### config.mk
export PLATFORM = sky130hd
export DESIGN_NAME = conv_out_ctrl
export DESIGN_NICKNAME = d
export VERILOG_FILES = /design/src/design/conv_out_pkg.sv /design/src/design/conv_out_ctrl.sv /design/src/design/sample_fifo.sv
export SDC_FILE = /design/constraint.sdc
export NUM_CORES = 1
export LEC_CHECK = 0
export BUFFER_PORTS_ARGS = -buffer_cell sky130_fd_sc_hd__buf_2
export CAP_MARGIN = 5
export CELL_PAD_IN_SITES_DETAIL_PLACEMENT = 1
export CELL_PAD_IN_SITES_GLOBAL_PLACEMENT = 2
export CORE_MARGIN = 2
export CORE_UTILIZATION = 35
export CTS_BUF_LIST = sky130_fd_sc_hd__clkbuf_2 sky130_fd_sc_hd__clkbuf_4 sky130_fd_sc_hd__clkbuf_8
export DETAILED_ROUTE_END_ITERATION = 8
export PLACE_DENSITY = 0.7
export SYNTH_ARGS = -nofsm -noshare
export SYNTH_HDL_FRONTEND = slang
export SYNTH_SLANG_ARGS = --single-unit
### constraint.sdc
create_clock -name sys_clk -period 2.4 [get_ports sys_clk]
set_input_delay 0.24 -clock sys_clk [delete_from_list [all_inputs] [get_ports sys_clk]]
set_output_delay 0.24 -clock sys_clk [all_outputs]
set_load 0.02 [all_outputs]
### src/design/conv_out_pkg.sv
// Shared constants and carrier types for the converter output side
`default_nettype none
package conv_out_pkg;
  localparam int DATA_W = 10;
  localparam int PIPE_LAT = 6;
  localparam int FIFO_DEPTH = 8;
  localparam logic [9:0] MID_LOW = 10'h1ff;
  localparam logic [9:0] MID_HIGH = 10'h200;
  localparam logic [9:0] SIGN_FLIP = 10'h200;
  localparam logic [9:0] DATA_RST = 10'h000;
  localparam int SAMPLE_W = DATA_W + 1;

  // Tagged sample travelling the pipeline
  typedef struct packed {
    logic good;
    logic [DATA_W-1:0] code;
  } sample_t;

  typedef enum logic [1:0] {
    ST_RUN,
    ST_DOWN,
    ST_REFILL
  } pwr_state_t;
endpackage : conv_out_pkg
`default_nettype wire

### src/design/conv_out_ctrl.sv
// Converter digital back end: powerdown hold, output coding, data word
// How it works
// - While low_power_hold is high the block sits in powerdown and converts nothing.
// - In powerdown the data word is meaningless and data_valid is held low.
// - Entering powerdown flushes every sample in the pipeline and buffer.
// - Hold acts as a level every cycle, so no clock rate or count is assumed.
// - With output_format_select high the word is two's complement.
// - With output_format_select low the word is offset binary.
// - Each sample leaves as one parallel ten-bit word.
// - With sink_ready high a new word appears every cycle, a fixed latency after its sample, until a sink stall adds buffer delay.
// - Offset binary mid-scale lies between 0x1ff and 0x200.
`timescale 1ns/1ps
`default_nettype none
module conv_out_ctrl
  import conv_out_pkg::*;
#(
  parameter int LATENCY = PIPE_LAT,
  parameter int DEPTH = FIFO_DEPTH
) (
  input wire logic sys_clk,
  input wire logic arst_n,
  input wire logic low_power_hold,
  input wire logic output_format_select,
  input wire logic [conv_out_pkg::DATA_W-1:0] sample_code,
  output logic [conv_out_pkg::DATA_W-1:0] data_out,
  output logic data_valid,
  output logic powered_down,
  input wire logic sink_ready,
  output logic overflow
);
  import conv_out_pkg::*;

  pwr_state_t state_r;
  pwr_state_t state_nxt;
  sample_t pipe_r [LATENCY];
  logic [$clog2(LATENCY+1)-1:0] fill_r;
  logic fifo_in_ready;
  logic fifo_out_valid;
  sample_t fifo_out;
  sample_t head;
  logic pop;

  // Power state: hold pin wins over everything
  always_comb begin
    state_nxt = state_r;
    case (state_r)
      ST_RUN: if (low_power_hold) state_nxt = ST_DOWN;
      ST_DOWN: if (!low_power_hold) state_nxt = ST_REFILL;
      ST_REFILL: begin
        if (low_power_hold) begin
          state_nxt = ST_DOWN;
        end else if (fill_r == ($clog2(LATENCY+1))'(LATENCY)) begin
          state_nxt = ST_RUN;
        end
      end
      default: state_nxt = ST_DOWN;
    endcase
  end

  always_ff @(posedge sys_clk or negedge arst_n) begin
    if (!arst_n) begin
      state_r <= ST_DOWN;
    end else begin
      state_r <= state_nxt;
    end
  end

  // Refill counter; samples older than the pipe are not trustworthy
  always_ff @(posedge sys_clk or negedge arst_n) begin
    if (!arst_n) begin
      fill_r <= '0;
    end else if (low_power_hold || state_r != ST_REFILL) begin
      fill_r <= '0;
    end else if (fill_r != ($clog2(LATENCY+1))'(LATENCY)) begin
      fill_r <= fill_r + 1'b1;
    end
  end

  // fixed-latency pipe, one sample per cycle
  always_ff @(posedge sys_clk or negedge arst_n) begin
    if (!arst_n) begin
      for (int i = 0; i < LATENCY; i++) begin
        pipe_r[i] <= '0;
      end
    end else begin
      pipe_r[0].good <= !low_power_hold;
      pipe_r[0].code <= sample_code;
      for (int i = 1; i < LATENCY; i++) begin
        pipe_r[i].good <= pipe_r[i-1].good && !low_power_hold;
        pipe_r[i].code <= pipe_r[i-1].code;
      end
    end
  end

  // Buffer absorbs short sink stalls; samples drop only when it is full
  sample_fifo #(
    .WIDTH(SAMPLE_W),
    .DEPTH(DEPTH)
  ) u_fifo (
    .sys_clk(sys_clk),
    .arst_n(arst_n),
    .flush(low_power_hold),
    .in_valid(pipe_r[LATENCY-1].good),
    .in_ready(fifo_in_ready),
    .in_data(pipe_r[LATENCY-1]),
    .out_valid(fifo_out_valid),
    .out_ready(sink_ready),
    .out_data(fifo_out)
  );

  assign head = fifo_out;
  assign pop = fifo_out_valid && sink_ready && !low_power_hold;

  // offset binary passes the code as converted
  // offset code passes unshifted across mid-scale
  always_ff @(posedge sys_clk or negedge arst_n) begin
    if (!arst_n) begin
      data_out <= DATA_RST;
    end else if (pop) begin
      data_out <= output_format_select ? (head.code ^ SIGN_FLIP) : head.code;
    end
  end

  // hold pin gates valid without waiting on state
  always_ff @(posedge sys_clk or negedge arst_n) begin
    if (!arst_n) begin
      data_valid <= 1'b0;
      powered_down <= 1'b1;
    end else begin
      data_valid <= pop;
      powered_down <= low_power_hold || state_nxt != ST_RUN;
    end
  end

  // Sticky drop flag; the sink must keep up in steady state
  always_ff @(posedge sys_clk or negedge arst_n) begin
    if (!arst_n) begin
      overflow <= 1'b0;
    end else if (pipe_r[LATENCY-1].good && !fifo_in_ready) begin
      overflow <= 1'b1;
    end
  end

  property p_hold_quiet;
    @(posedge sys_clk) disable iff (!arst_n)
      low_power_hold |=> !data_valid && powered_down;
  endproperty
  a_hold_quiet: assert property (p_hold_quiet)
    else $error("valid seen while held in powerdown");

  // no word for the latency after release
  property p_flush;
    @(posedge sys_clk) disable iff (!arst_n)
      $fell(low_power_hold) |-> !data_valid [*6];
  endproperty
  a_flush: assert property (p_flush)
    else $error("stale sample delivered after powerdown");

  property p_twos;
    @(posedge sys_clk) disable iff (!arst_n)
      pop && output_format_select |=> data_out == ($past(head.code) ^ SIGN_FLIP);
  endproperty
  a_twos: assert property (p_twos)
    else $error("two's complement coding wrong");

  property p_offs;
    @(posedge sys_clk) disable iff (!arst_n)
      pop && !output_format_select |=> data_out == $past(head.code);
  endproperty
  a_offs: assert property (p_offs)
    else $error("offset binary coding wrong");

  // upper mid-scale code maps to zero across the sign bit
  property p_mid;
    @(posedge sys_clk) disable iff (!arst_n)
      pop && output_format_select && head.code == MID_HIGH |=> data_out == 10'h000;
  endproperty
  a_mid: assert property (p_mid)
    else $error("mid-scale code not at zero");

  // steady stream, valid each cycle when sink ready
  property p_stream;
    @(posedge sys_clk) disable iff (!arst_n)
      (!low_power_hold && sink_ready && arst_n) [*8] |=> data_valid;
  endproperty
  a_stream: assert property (p_stream)
    else $error("word missing in steady stream");

  property p_pd;
    @(posedge sys_clk) disable iff (!arst_n)
      state_r == ST_RUN && !low_power_hold |=> !powered_down || low_power_hold;
  endproperty
  a_pd: assert property (p_pd)
    else $error("powerdown flag raised while running");

  property p_word;
    @(posedge sys_clk) disable iff (!arst_n)
      !data_valid && !$past(pop) |-> $stable(data_out);
  endproperty
  a_word: assert property (p_word)
    else $error("data word moved without a sample");

  // status stays down while the pipe refills
  property p_refill;
    @(posedge sys_clk) disable iff (!arst_n)
      $fell(low_power_hold) |-> powered_down [*8];
  endproperty
  a_refill: assert property (p_refill)
    else $error("powerdown status dropped before the pipe refilled");

  // offset binary low mid-scale code keeps its sign bit clear
  property p_mid_low;
    @(posedge sys_clk) disable iff (!arst_n)
      pop && !output_format_select && head.code == MID_LOW |=> data_out == MID_LOW;
  endproperty
  a_mid_low: assert property (p_mid_low)
    else $error("offset binary mid-scale code altered");
endmodule : conv_out_ctrl
`default_nettype wire

### src/design/sample_fifo.sv
// Small synchronous FIFO holding converted samples
`timescale 1ns/1ps
`default_nettype none
module sample_fifo #(
  parameter int WIDTH = 11,
  parameter int DEPTH = 8
) (
  input wire logic sys_clk,
  input wire logic arst_n,
  input wire logic flush,
  input wire logic in_valid,
  output logic in_ready,
  input wire logic [WIDTH-1:0] in_data,
  output logic out_valid,
  input wire logic out_ready,
  output logic [WIDTH-1:0] out_data
);
  localparam int AW = $clog2(DEPTH);
  logic [WIDTH-1:0] mem [DEPTH];
  logic [AW-1:0] wr_ptr_r;
  logic [AW-1:0] rd_ptr_r;
  logic [AW:0] count_r;
  logic push;
  logic pop;

  // Full and empty straight from the occupancy count
  assign in_ready = (count_r != AW'(0) + (AW+1)'(DEPTH));
  assign out_valid = (count_r != '0);
  assign out_data = mem[rd_ptr_r];
  assign push = in_valid && in_ready;
  assign pop = out_valid && out_ready;

  // Storage array, written only on accepted pushes
  always_ff @(posedge sys_clk) begin
    if (push) begin
      mem[wr_ptr_r] <= in_data;
    end
  end

  // Pointers and count; flush drops everything held
  always_ff @(posedge sys_clk or negedge arst_n) begin
    if (!arst_n) begin
      wr_ptr_r <= '0;
      rd_ptr_r <= '0;
      count_r <= '0;
    end else if (flush) begin
      wr_ptr_r <= '0;
      rd_ptr_r <= '0;
      count_r <= '0;
    end else begin
      if (push) begin
        wr_ptr_r <= (wr_ptr_r == AW'(DEPTH - 1)) ? '0 : wr_ptr_r + 1'b1;
      end
      if (pop) begin
        rd_ptr_r <= (rd_ptr_r == AW'(DEPTH - 1)) ? '0 : rd_ptr_r + 1'b1;
      end
      count_r <= count_r + (AW+1)'(push) - (AW+1)'(pop);
    end
  end
endmodule : sample_fifo
`default_nettype wire

# Word level (Yosys, flattened, before mapping)
# Memory sizes are Yosys's and may differ from the RTL's.
# Index checks and enable logic that the tools add are counted.
[op_classes] bitwise_logic=1 n_addsub=5 shifts=0 eq_ne=8 multipliers=0 div=0 n_mux=17 order_cmp=0 n_reduce_logical=19
[ops] operator="2-to-1 mux 3 bit" n=8
[ops] operator="2-to-1 mux 10 bit" n=1
[ops] operator="adder 3 x 1 -> 3 bit (second input constant)" n=3
[ops] operator="== test 3 bit (second input constant)" n=3
[ops] operator="logical AND 1 bit" n=9
[ops] operator="2-to-1 mux 2 bit" n=4
[ops] operator="nonzero test 2 bit" n=4
[ops] operator="case mux 2 bit (3 select lines)" n=1
[ops] operator="adder 4 x 1 -> 4 bit" n=1
[ops] operator="2-to-1 mux 4 bit" n=1
[ops] operator="!= test 4 bit (second input constant)" n=1
[ops] operator="nonzero test 4 bit" n=1
[ops] operator="subtractor 4 x 1 -> 4 bit" n=1
[ops] operator="!= test 3 bit (second input constant)" n=1
[ops] operator="== test 2 x 1 -> 1 bit (second input constant)" n=1
[ops] operator="== test 2 bit (second input constant)" n=1
[ops] operator="zero test 1 bit" n=2
[ops] operator="zero test 2 bit" n=1
[ops] operator="logical OR 1 bit" n=2
[ops] operator="2-to-1 mux 1 bit" n=2
[ops] operator="!= test 2 bit (second input constant)" n=1
[ops] operator="NOT 1 bit" n=1
[totals] n_memories=1 ram_bits=88 out_inout_bits=13 rom_bits=0 word_cells=72 input_bits=15 latchBits=0 register_bits=94
[mem_list] memory="u_fifo.mem" words=8 word_bits=11 rd=1 rd_clocked_by_memory_dff=0 wr=1 line_no="sample_fifo.sv:19" text="logic [WIDTH-1:0] mem [DEPTH];"

# Longest topological paths before layout
# Gate-level depths: netlist (run 1).
[depth] ltp_word=6 depth_mapped=12

# Modules after synthesis
# From an unflattened synthesis (run 1), not the netlist that was laid out.
[hier_totals] cells_unflattened=330 hier_area_um2=6532.5
[by_module_without_submodules] module="sample_fifo" area_per_inst_um2=4071.4 seq_area_each_um2=2892.8 n_inst=1 cells_each=202
[by_module_without_submodules] module="conv_out_ctrl" area_per_inst_um2=2461.1 seq_area_each_um2=2104.5 n_inst=1 cells_each=128

# Worst setup path before layout (run 1)
# No wires, ideal clock.
[synth_timing] kind="register to register" from="reg u_fifo.count_r[2]" to="reg u_fifo.count_r[2]" synth_period_minus_slack_ns=2.269 stages_incl_launch_ff=12 required_ns=2.268 setup_time_ns=0.132 arrival_ns=2.137 slack_ns=0.131 n_path_buf=0 path_cell_list="dfrtp_1 -> inv_1 -> ha_1 -> nor3b_1 -> nand2b_1 -> inv_1 -> ha_1 -> inv_1 -> ha_1 -> fa_1 -> xnor2_1 -> nor2_1"
[synth_between] elab_chain_cells=5
[synth_lines] element="start: declaration" line_no="sample_fifo.sv:22" text="logic [AW:0] count_r;"
[synth_lines] element="start signal: assignment" line_no="sample_fifo.sv:57" text="count_r <= count_r + (AW+1)'(push) - (AW+1)'(pop);"
[synth_lines] element="!= test 4 bit" line_no="sample_fifo.sv:27" text="assign in_ready = (count_r != AW'(0) + (AW+1)'(DEPTH));"
[synth_lines] element="logical AND 1 bit" line_no="sample_fifo.sv:30" text="assign push = in_valid && in_ready;"
[synth_lines] element="adder 4 x 1 -> 4 bit" line_no="sample_fifo.sv:57"
[synth_lines] element="subtractor 4 x 1 -> 4 bit (*)" line_no="sample_fifo.sv:57"
[synth_lines] element="2-to-1 mux 4 bit (*)" line_no="sample_fifo.sv:46" text="end else if (flush) begin"
# Every way passes the cells marked *; elsewhere a longest branch is shown, timed or not.
# A chain may end at the register's enable or synchronous reset.

# Worst setup path after layout (run 1)
[layout_timing] from="reg u_fifo.count_r[2]" to="reg u_fifo.count_r[1]"
# Same word-level chain as after synthesis.

==> run_results.csv, run 1 <==
group,metric,value,unit
logic_synthesis,ys_seq_area_share,79.18,%
timing,max_freq,446.1,MHz
logic_synthesis,synth-xor-area-share,0.5831,%
timing,skew,15.06,ps
timing,rsz0062_at_grt,"no",
logic_synthesis,ys_seq_elements,174,
grt,grt_max_degree,48,
finish,drive_gt1_share,26.43,%
critical_path,cp-end-kind,"flop",
placement,pre_cts_ws,121.8,ps
min_path,hold_path_class,"in2reg",
routing,drtIter0Drc,131,
status,status,"complete, no violations",
grt,antenna_found_initial,0,
timing,tns,0,ps
logic_synthesis,synth-adder-area-share,2.832,%
critical_path,cp_cell_sequence,"inv_2, ha_1, nor3b_4, nand2b_4, inv_1, ha_1, inv_1, ha_1, fa_2, nor2b_2",
finish,num_antenna_cells,0,
die,num_rows,47,
timing,finalHoldViolations,0,
cts,cts_tree,"built",
critical_path,start_kind,"flop",
routing,avgRoutedWirePerCell,16.03,um
placement,dp_cells,578,
min_path,whs_endpoint,"pipe_r[65]",
critical_path,critPathMaxStageDelay,530,ps
grt,first_global_vias,2992,
grt,grtUsageTotal,12.26,%
logic_synthesis,syn_area,0.006008,mm^2
logic_synthesis,yosys_warnings,0,
finish,mostFrequentLayoutCells,"92 x dfrtp_1, 80 x edfxtp_1, 26 x nor2_1, 26 x buf_2, 20 x mux4_2",
die,initial_core_util,35.98,%
power_and_ir_drop,leakage,0.002758,uW
timing,min_period,2242,ps
critical_path,slowest_stage,"fa_2",
finish,final_cells,621,
critical_path,critPathMaxFanout,3,
die,die_y,135.0,um
cts,cts-root-buf,"clkbuf_8",
die,die-area,0.01823,mm^2
critical_path,rrSetupSlack,160,ps
timing,slew_headroom,59.25,%
logic_synthesis,syn_avg_cell_area,18.60,um^2
routing,vias,2814,
die,core_area,0.01670,mm^2
routing,drtPass1Iterations,4,
finish,fin_util,42.72,%
logic_synthesis,synth_top_area_share,39.98,%
logic_synthesis,synth_compound_area_share,1.895,%
min_path,holdPathStages,2,
critical_path,reg2reg_depth,10,
timing,finalCritPeriodShare,93.40,%
routing,finalWirelength,9957,um
logic_synthesis,syn_nets,351,
timing,drv_slew,0,
cts,cts_max_path_buffers,2,
finish,nets,416,
routing,vias_per_cell,4.531,
cts,path_clk_slew,90,ps
critical_path,critical_path.top_delay_family,"adder cells",
critical_path,timing.rr.start,"u_fifo.count_r[2]",
routing,wl_met3,379,um
cts,cts_setup_buffers,0,
flow_run,max-cap-violations,0,
finish,final_common_cell,"dfrtp_1",
cts,cts.sink_count,174,
cts,cts_inserted_buffers,17,
routing,met2_length,4917,um
grt,grt_pass1_wl,16220,um
placement,hpwl,6238,um
power_and_ir_drop,irDropWorstVdd,0.3643,mV
cts,cts_max_level,4,
logic_synthesis,synth_mux_area_share,9.683,%
logic_synthesis,synth_area_leaders,"edfxtp_1 40%, dfrtp_1 38%, mux4_2 7.5%",
power_and_ir_drop,p_per_area,958.7,mW/mm^2
placement,place.gp.congestion,0.6889,
placement,io_buffer_count,27,
logic_synthesis,synth_top_cell_by_area,"edfxtp_1",
die,pin_count,28,
grt,gr-total-overflow,0,
timing,setup_violations,0,
die,fp.dieW,135.0,um
finish,synthToLayoutAreaGrowth,18.74,%
timing,layout_setup_ws,158.5,ps
routing,drc,0,
critical_path,worstPathRequired,2790,ps
logic_synthesis,synth_top_family_by_area,"multiplexers",
critical_path,reg2reg_to,"u_fifo.count_r[1]",
critical_path,cp_num_buf_inv,3,
timing,worst_slew_pin_slew,611.2,ps
logic_synthesis,ys_types,28,
routing,antenna_left,0,
min_path,hold_path.startpoint,"low_power_hold",
critical_path,crit_type,"reg2reg",
logic_synthesis,synth_cells,323,
routing,m1WireLength,4435,um
critical_path,crit_top_cell,"ha_1",
critical_path,crit_arrival,2630,ps
cts,worstSkewPairLatency,460,ps
routing,routed.top_layer,"met4",
logic_synthesis,synth-simple-area-share,4.477,%
-- synthesized netlist by cell type --
cell type	instances
nor3b_1	1
buf_1	1
nand2_1	14
mux4_2	20
inv_1	11
mux2i_1	12
nand3b_1	1
nand2b_1	4
a21oi_1	16
dfrtp_1	92
a31o_2	1
nor4b_1	1
a21bo_2	1
mux2_2	1
a211oi_1	1
a21o_1	1
clkbuf_1	5
nor2_1	26
or3_1	1
buf_4	1
edfxtp_1	80
xnor2_1	4
dfstp_2	2
buf_2	2
nor3_1	4
ha_1	12
fa_1	1
nor2b_1	7
-- worst register-to-register path, stage by stage (launching register included) --
cell      delay, ps
dfrtp_1         380
inv_2            70
ha_1            150
nor3b_4         190
nand2b_4        150
inv_1            40
ha_1            260
inv_1            40
ha_1            230
fa_2            530
nor2b_2         140
-- area by class of cell --
class                      instances  area [um^2]
clock buffer                      19        249.0
clock inverter                    13        212.7
fill                            1650         9567
inverter                          11        41.29
multi-input combinational        129         1199
sequential                       174         4757
tap                              220        275.3
timing repair buffer              55        400.4
-- per-stage QoR --
stage / hold WS [ps] / cell area, um^2 / total power (uW)
after detailed placement: 295.8 / 6539 / 4574
final: 113.9 / 7134 / 6840
after CTS: 72.36 / 7111 / 6915
after floorplan: -55.59 / 6008 / 4209
after global placement: 284.7 / 6539 / 4532
after global routing: 97.73 / 7134 / 7202
-- power by group --
part	total, uW	internal, uW	switching (uW)
combinational	1120	555	562
clock	2300	1270	1030
sequential	3420	3300	121
-- what timing repair did --
action	CTS	global route
setup endpoints to repair	0	3
gates resized for setup	0	6
hold buffers	11	0
hold endpoints to repair	53	0
-- registers in the layout (all words and copies together), names as in the netlist --
signal           cells
overflow             1
data_out            10
data_valid           1
fill_r               3
state_r              2
u_fifo.wr_ptr_r      3
pipe_r              66
u_fifo.rd_ptr_r      3
powered_down         1
u_fifo.count_r       4
u_fifo.mem          80
-- routing by layer --
| layer | global-route usage, % | vias to the layer above |
|---|---|---|
| met2 | 19.74 | 53 |
| met1 | 15.26 | 1447 |
| met3 | 3.491 | 19 |
| li1 | - | 1295 |
| met4 | 6.076 | 0 |
| met5 | 0 | - |
-- worst max-delay path by stage --
stage                                 start           endpoint  slack, ps  depth (start not counted)
after floorplan           u_fifo.count_r[2]  u_fifo.count_r[2]        130                         11
after global placement    u_fifo.count_r[2]  u_fifo.count_r[2]        190                         11
after detailed placement  u_fifo.count_r[2]  u_fifo.count_r[2]        120                         11
after CTS                 u_fifo.count_r[2]  u_fifo.count_r[2]        100                         11
after global routing      u_fifo.count_r[3]  u_fifo.count_r[2]          4                         11
final                     u_fifo.count_r[2]  u_fifo.count_r[1]        160                         10
-- cell families after synthesis --
family / after synthesis
buffers and inverters: 20
xor gates and xnor gates: 4
DFF: 174
and+or+nand+nor: 59
adders and majority gates: 13
AOI/OAI and AO/OA: 20
muxes: 33
No activity file was read; power rests on OpenSTA's default activity.
==> inputs of run 2 (changes only) <==
--- a/config.mk
+++ b/config.mk
@@ -13,7 +13,9 @@
 export CORE_UTILIZATION = 35
 export CTS_BUF_LIST = sky130_fd_sc_hd__clkbuf_2 sky130_fd_sc_hd__clkbuf_4 sky130_fd_sc_hd__clkbuf_8
 export DETAILED_ROUTE_END_ITERATION = 8
+export GPL_TIMING_DRIVEN = 0
 export PLACE_DENSITY = 0.7
+export SETUP_SLACK_MARGIN = 0.2
 export SYNTH_ARGS = -nofsm -noshare
 export SYNTH_HDL_FRONTEND = slang
 export SYNTH_SLANG_ARGS = --single-unit
==> run 2 against run 1 <==
  * Clock-buffer cell count fell by 1
  * Sequential power is essentially flat
  * Cell count shrank 0.48%
  * Power decreased by 4.5%
  * Clock skew fell by 2.6 ps
  * Setup slack gained 61 ps
  * Global-route usage grew 0.47 points
  * Critical path type unchanged
  * Largest cell class unchanged
  * Highest routed layer unchanged
==> run_results.csv, run 2 (synthesized netlist as in run 1, its figures left out) <==
group,metric,value,unit
status,status,"complete, no violations",
placement,place.gp.congestion,0.6993,
finish,top_regs,"u_fifo.mem x80, pipe_r x66, data_out x10",
timing,finalCritPeriodShare,90.84,%
critical_path,slowest_stage,"fa_2",
timing,min_period,2180,ps
die,pin_count,28,
routing,drc,0,
timing,setup_violations,0,
routing,vias,2808,
critical_path,critPathMaxStageDelay,540,ps
power_and_ir_drop,power,6536,uW
critical_path,crit_top_cell,"inv_2",
critical_path,crit_type,"reg2reg",
power_and_ir_drop,leakage,0.002677,uW
grt,grtUsageTotal,12.73,%
grt,grt_pass1_wl,16860,um
finish,synthToLayoutAreaGrowth,17.87,%
power_and_ir_drop,p_switching,1804,uW
routing,avgRoutedWirePerCell,16.67,um
critical_path,cp-end-kind,"flop",
min_path,holdPathStages,3,
grt,first_global_vias,3112,
power_and_ir_drop,combPwrFrac,18.3,%
timing,drv_slew,0,
timing,rsz0062_at_grt,"yes",
die,num_rows,47,
grt,gr-total-overflow,0,
grt,grt_max_degree,60,
flow_run,max-cap-violations,0,
power_and_ir_drop,swShare,27.60,%
cts,worstSkewPairLatency,450,ps
die,core_area,0.01670,mm^2
cts,cts_tree,"built",
finish,design_area,0.007082,mm^2
routing,drtIter0Drc,156,
timing,max_freq,458.7,MHz
critical_path,reg2reg_to,"u_fifo.count_r[1]",
power_and_ir_drop,irDropWorstVdd,0.3753,mV
routing,met2_length,5130,um
placement,placed_area,0.006489,mm^2
timing,tns,0,ps
min_path,whs_endpoint,"data_out[9]",
power_and_ir_drop,seqPwrFrac,52.3,%
cts,cts_max_level,4,
timing,skew,12.46,ps
critical_path,crit_arrival,2560,ps
routing,routed.top_layer,"met4",
routing,drtPass1Iterations,4,
critical_path,critPathMaxFanout,3,
finish,mostFrequentLayoutCells,"92 x dfrtp_1, 80 x edfxtp_1, 27 x buf_2",
finish,largest_reg_flops,80,
die,die-area,0.01823,mm^2
finish,final_cells,618,
cts,cts_inserted_buffers,17,
power_and_ir_drop,p_int,4732,uW
critical_path,cp_cell_sequence,"inv_2, ha_4, nor3b_4, nand2b_4, inv_2, ha_4, inv_2, ha_2, fa_2, nor2b_1",
die,die_y,135.0,um
power_and_ir_drop,p_clk_share,29.4,%
finish,drive_gt1_share,27.89,%
min_path,hold_path_class,"in2reg",
timing,worst_slew_pin_slew,903.1,ps
critical_path,timing.rr.start,"u_fifo.count_r[2]",
routing,finalWirelength,10300,um
power_and_ir_drop,p_per_area,922.9,mW/mm^2
critical_path,worstPathRequired,2780,ps
cts,cts.sink_count,174,
min_path,hold_path.startpoint,"output_format_select",
placement,io_buffer_count,26,
routing,vias_per_cell,4.544,
routing,antenna_left,0,
finish,nets,413,
routing,wl_met3,314,um
finish,num_antenna_cells,0,
die,fp.dieW,135.0,um
critical_path,start_kind,"flop",
cts,path_clk_slew,90,ps
finish,final_common_cell,"dfrtp_1",
placement,hpwl,6431,um
timing,slew_headroom,39.79,%
die,initial_core_util,35.98,%
critical_path,rrSetupSlack,220,ps
placement,dp_cells,572,
routing,m1WireLength,4715,um
grt,antenna_found_initial,0,
cts,cts-root-buf,"clkbuf_8",
timing,finalHoldViolations,0,
finish,top_register,"u_fifo.mem",
cts,cts_max_path_buffers,2,
critical_path,reg2reg_depth,10,
-- run 2: cell types whose count changed in the layout (fill, tap and decap cells not counted), moves of 5 or more --
cell,delta
clkbuf_1,+5
buf_4,-11
nor2_1,-6
nor2_4,+5
-- run 2: stage by stage --
step	hold WS, ps	setup slack [ps]	utilization, %
after global routing	145.3	71.21	42.40
after CTS	112.6	139.5	42.02
after global placement	332.0	-512.6	38.48
after floorplan	-55.59	253.9	-
after detailed placement	255.9	-126.1	38.85
final	157.0	219.8	42.40
-- run 2: power groups by stage --
stage | sequential [uW] | clock (uW) | combinational (uW)
2_1_floorplan | 3570 | 0 | 658
3_5_place_dp | 3480 | 0 | 1070
4_1_cts | 3430 | 2000 | 1140
6_report | 3420 | 1920 | 1190
5_1_grt | 3450 | 2130 | 1320
3_3_place_gp | 3470 | 0 | 1040
-- run 2: how the worst max path moves through the flow --
stage / from / depth (start not counted) / slack, ps / endpoint
2_1_floorplan: u_fifo.count_r[2] / 11 / 250 / u_fifo.count_r[2]
3_3_place_gp: u_fifo.count_r[2] / 6 / -510 / u_fifo.mem[0][6]
3_5_place_dp: u_fifo.count_r[2] / 6 / -130 / u_fifo.mem[7][6]
4_1_cts: u_fifo.count_r[2] / 6 / 140 / u_fifo.mem[4][6]
5_1_grt: u_fifo.count_r[2] / 6 / 70 / u_fifo.mem[2][7]
6_report: u_fifo.count_r[2] / 10 / 220 / u_fifo.count_r[1]
-- run 2: layout make-up --
type / count / area [um^2]
fillers: 1647 / 9619
flip-flops and latches: 174 / 4757
multi-input cells: 129 / 1277
repair buffers: 43 / 315.3
well taps: 220 / 275.3
clock buffers: 18 / 241.5
clock inverters: 14 / 133.9
inverters: 11 / 41.29
plain buffers: 9 / 40.04
-- run 2: worst max-delay path, delay by kind of cell (launching register included) --
kind,cells,cell delay [ps]
adders and majority gates,4,1100
DFF,1,390
buffers and inverters,3,160
and+or+nand+nor,3,470
-- run 2: layer usage --
metal  vias up  global-route usage (%)
met5         -                       0
met4         0                   6.250
met3        10                   3.604
met2        49                   20.56
met1      1466                   15.83
li1       1283                       -
-- run 2: repair_timing --
| item | CTS | global route |
|---|---|---|
| pin swaps | 0 | 6 |
| resized for setup | 10 | 14 |
| setup endpoints to repair | 63 | 69 |
| buffers inserted | 2 | 1 |
| hold buffers | 11 | 0 |
| hold endpoints to repair | 43 | 0 |
==> inputs of run 3 (changes only) <==
--- a/config.mk
+++ b/config.mk
@@ -11,7 +11,6 @@
 export CELL_PAD_IN_SITES_GLOBAL_PLACEMENT = 2
 export CORE_MARGIN = 2
 export CORE_UTILIZATION = 35
-export CTS_BUF_LIST = sky130_fd_sc_hd__clkbuf_2 sky130_fd_sc_hd__clkbuf_4 sky130_fd_sc_hd__clkbuf_8
 export DETAILED_ROUTE_END_ITERATION = 8
 export GPL_TIMING_DRIVEN = 0
 export PLACE_DENSITY = 0.7
==> run 3 against run 2 <==
  * Core utilization up 1.1 points
  * Cell count unchanged
  * Cell area is 2.5% higher
  * Fmax fell by 0.62%
  * Critical endpoint unchanged
  * Largest cell class unchanged
  * Highest routed layer unchanged
==> run_results.csv, run 3 (synthesized netlist as in run 1, its figures left out) <==
group,metric,value,unit
critical_path,worstPathRequired,2750,ps
finish,final_cells,618,
critical_path,critPathMaxFanout,2,
timing,slew_headroom,43.05,%
timing,skew,5.743,ps
die,die-area,0.01823,mm^2
routing,finalWirelength,10330,um
critical_path,start_kind,"flop",
critical_path,cp_cell_sequence,"inv_2, ha_4, nor3b_4, nand2b_4, inv_2, ha_4, inv_2, ha_2, fa_2, nor2b_1",
finish,mostFrequentLayoutCells,"92 x dfrtp_1, 80 x edfxtp_1, 27 x buf_2",
min_path,hold_path_class,"in2reg",
grt,gr-total-overflow,0,
cts,cts-root-buf,"clkbuf_16",
grt,antenna_found_initial,0,
routing,vias,2847,
cts,worstSkewPairLatency,420,ps
finish,drive_gt1_share,27.64,%
finish,nets,413,
power_and_ir_drop,leakage,0.002761,uW
cts,cts_max_path_buffers,2,
critical_path,crit_type,"reg2reg",
grt,grtUsageTotal,12.73,%
grt,grt_pass1_wl,17080,um
placement,dp_cells,572,
timing,setup_violations,0,
finish,fin_util,43.47,%
routing,vias_per_cell,4.607,
routing,antenna_left,0,
critical_path,cp-end-kind,"flop",
critical_path,critPathMaxStageDelay,530,ps
timing,drv_slew,0,
die,num_rows,47,
power_and_ir_drop,power,7215,uW
flow_run,max-cap-violations,0,
routing,drtIter0Drc,201,
finish,n_fill_cell,1629,
finish,top_register,"u_fifo.mem",
cts,cts.sink_count,174,
placement,place.gp.congestion,0.6993,
timing,tns,0,ps
cts,cts_inserted_buffers,17,
timing,min_period,2194,ps
status,status,"complete, no violations",
finish,largest_reg_flops,80,
routing,avgRoutedWirePerCell,16.72,um
finish,final_common_cell,"dfrtp_1",
grt,first_global_vias,3158,
routing,drtPass1Iterations,4,
cts,cts_max_level,4,
die,initial_core_util,35.98,%
cts,cts_tree,"built",
critical_path,crit_top_cell,"inv_2",
timing,layout_setup_ws,206.3,ps
placement,pre_cts_ws,-126.1,ps
timing,max_freq,455.8,MHz
cts,path_clk_slew,60,ps
die,core_area,0.01670,mm^2
finish,top_regs,"u_fifo.mem x80, pipe_r x66, data_out x10",
routing,drc,0,
critical_path,slowest_stage,"fa_2",
die,die_y,135.0,um
placement,hpwl,6431,um
timing,finalCritPeriodShare,91.40,%
finish,synthToLayoutAreaGrowth,20.82,%
power_and_ir_drop,irDropWorstVdd,0.4705,mV
die,pin_count,28,
timing,worst_slew_pin_slew,854.3,ps
critical_path,crit_arrival,2540,ps
finish,num_antenna_cells,0,
timing,rsz0062_at_grt,"yes",
die,fp.dieW,135.0,um
timing,finalHoldViolations,0,
grt,grt_max_degree,60,
placement,io_buffer_count,26,
power_and_ir_drop,p_per_area,993.9,mW/mm^2
==> run 3: cell counts in the layout (fill, tap and decap cells not counted) <==
No cell type changed its count.
==> run 3: worst paths after layout <==
| kind | to | from | cells after the start | slack (ps) |
|---|---|---|---|---|
| min in group asynchronous | pipe_r[65] | arst_n | 2 | 340 |
| setup / recovery | u_fifo.count_r[1] | u_fifo.count_r[3] | 10 | 210 |
| setup reg to reg | u_fifo.count_r[1] | u_fifo.count_r[3] | 10 | 210 |
| hold / removal | data_out[9] | output_format_select | 3 | 180 |
| max in group asynchronous | pipe_r[6] | arst_n | 3 | 1410 |
| hold reg to reg | pipe_r[33] | pipe_r[44] | 0 | 350 |
==> run 3: metal layers <==
layer / wire length (um) / up-vias / track usage (%) / part of all wire (%)
met4: 156 / 0 / 5.382 / 1.5
met3: 336 / 11 / 3.191 / 3.3
met2: 5271 / 47 / 21.07 / 51
met5: 0 / - / 0 / 0
li1: - / 1292 / - / -
met1: 4567 / 1497 / 16.03 / 44
==> run 3: through the flow <==
step | hold WS (ps) | instance area, um^2
after global placement | 332.0 | 6426
final | 182.0 | 7259
after detailed placement | 255.9 | 6489
after floorplan | -55.59 | 6021
after CTS | 166.5 | 7206
after global routing | 200.9 | 7259
==> run 3: power by group <==
group | switching, uW | internal [uW]
Clock | 1160 | 1450
Combinational | 614 | 576
Sequential | 115 | 3310
==> run 3: what timing repair did <==
| action | CTS | global route |
|---|---|---|
| resized for setup | 10 | 12 |
| setup endpoints to repair | 63 | 69 |
| cloned | 0 | 0 |
| setup buffers | 2 | 1 |
| hold buffers | 11 | 0 |
| hold endpoints to repair | 43 | 0 |
| pin swaps | 0 | 6 |
==> run 3: area by class of cell <==
cell class                 instances  area [um^2]  share of cell area [%]
tap                              220        275.3                   3.792
buffer                             9        40.04                  0.5515
clock buffer                      18        429.2                   5.912
sequential                       174         4757                   65.53
clock inverter                    14        133.9                   1.844
multi-input combinational        129         1267                   17.46
timing repair buffer              43        315.3                   4.343
inverter                          11        41.29                  0.5688
==> run 3: critical path, delay by kind of cell, from the launching register on <==
family                   cells  cell delay [ps]
AND/OR/NAND/NOR              3              500
adder cells (fa/ha/maj)      4             1080
flip-flops                   1              390
buffers and inverters        3              150
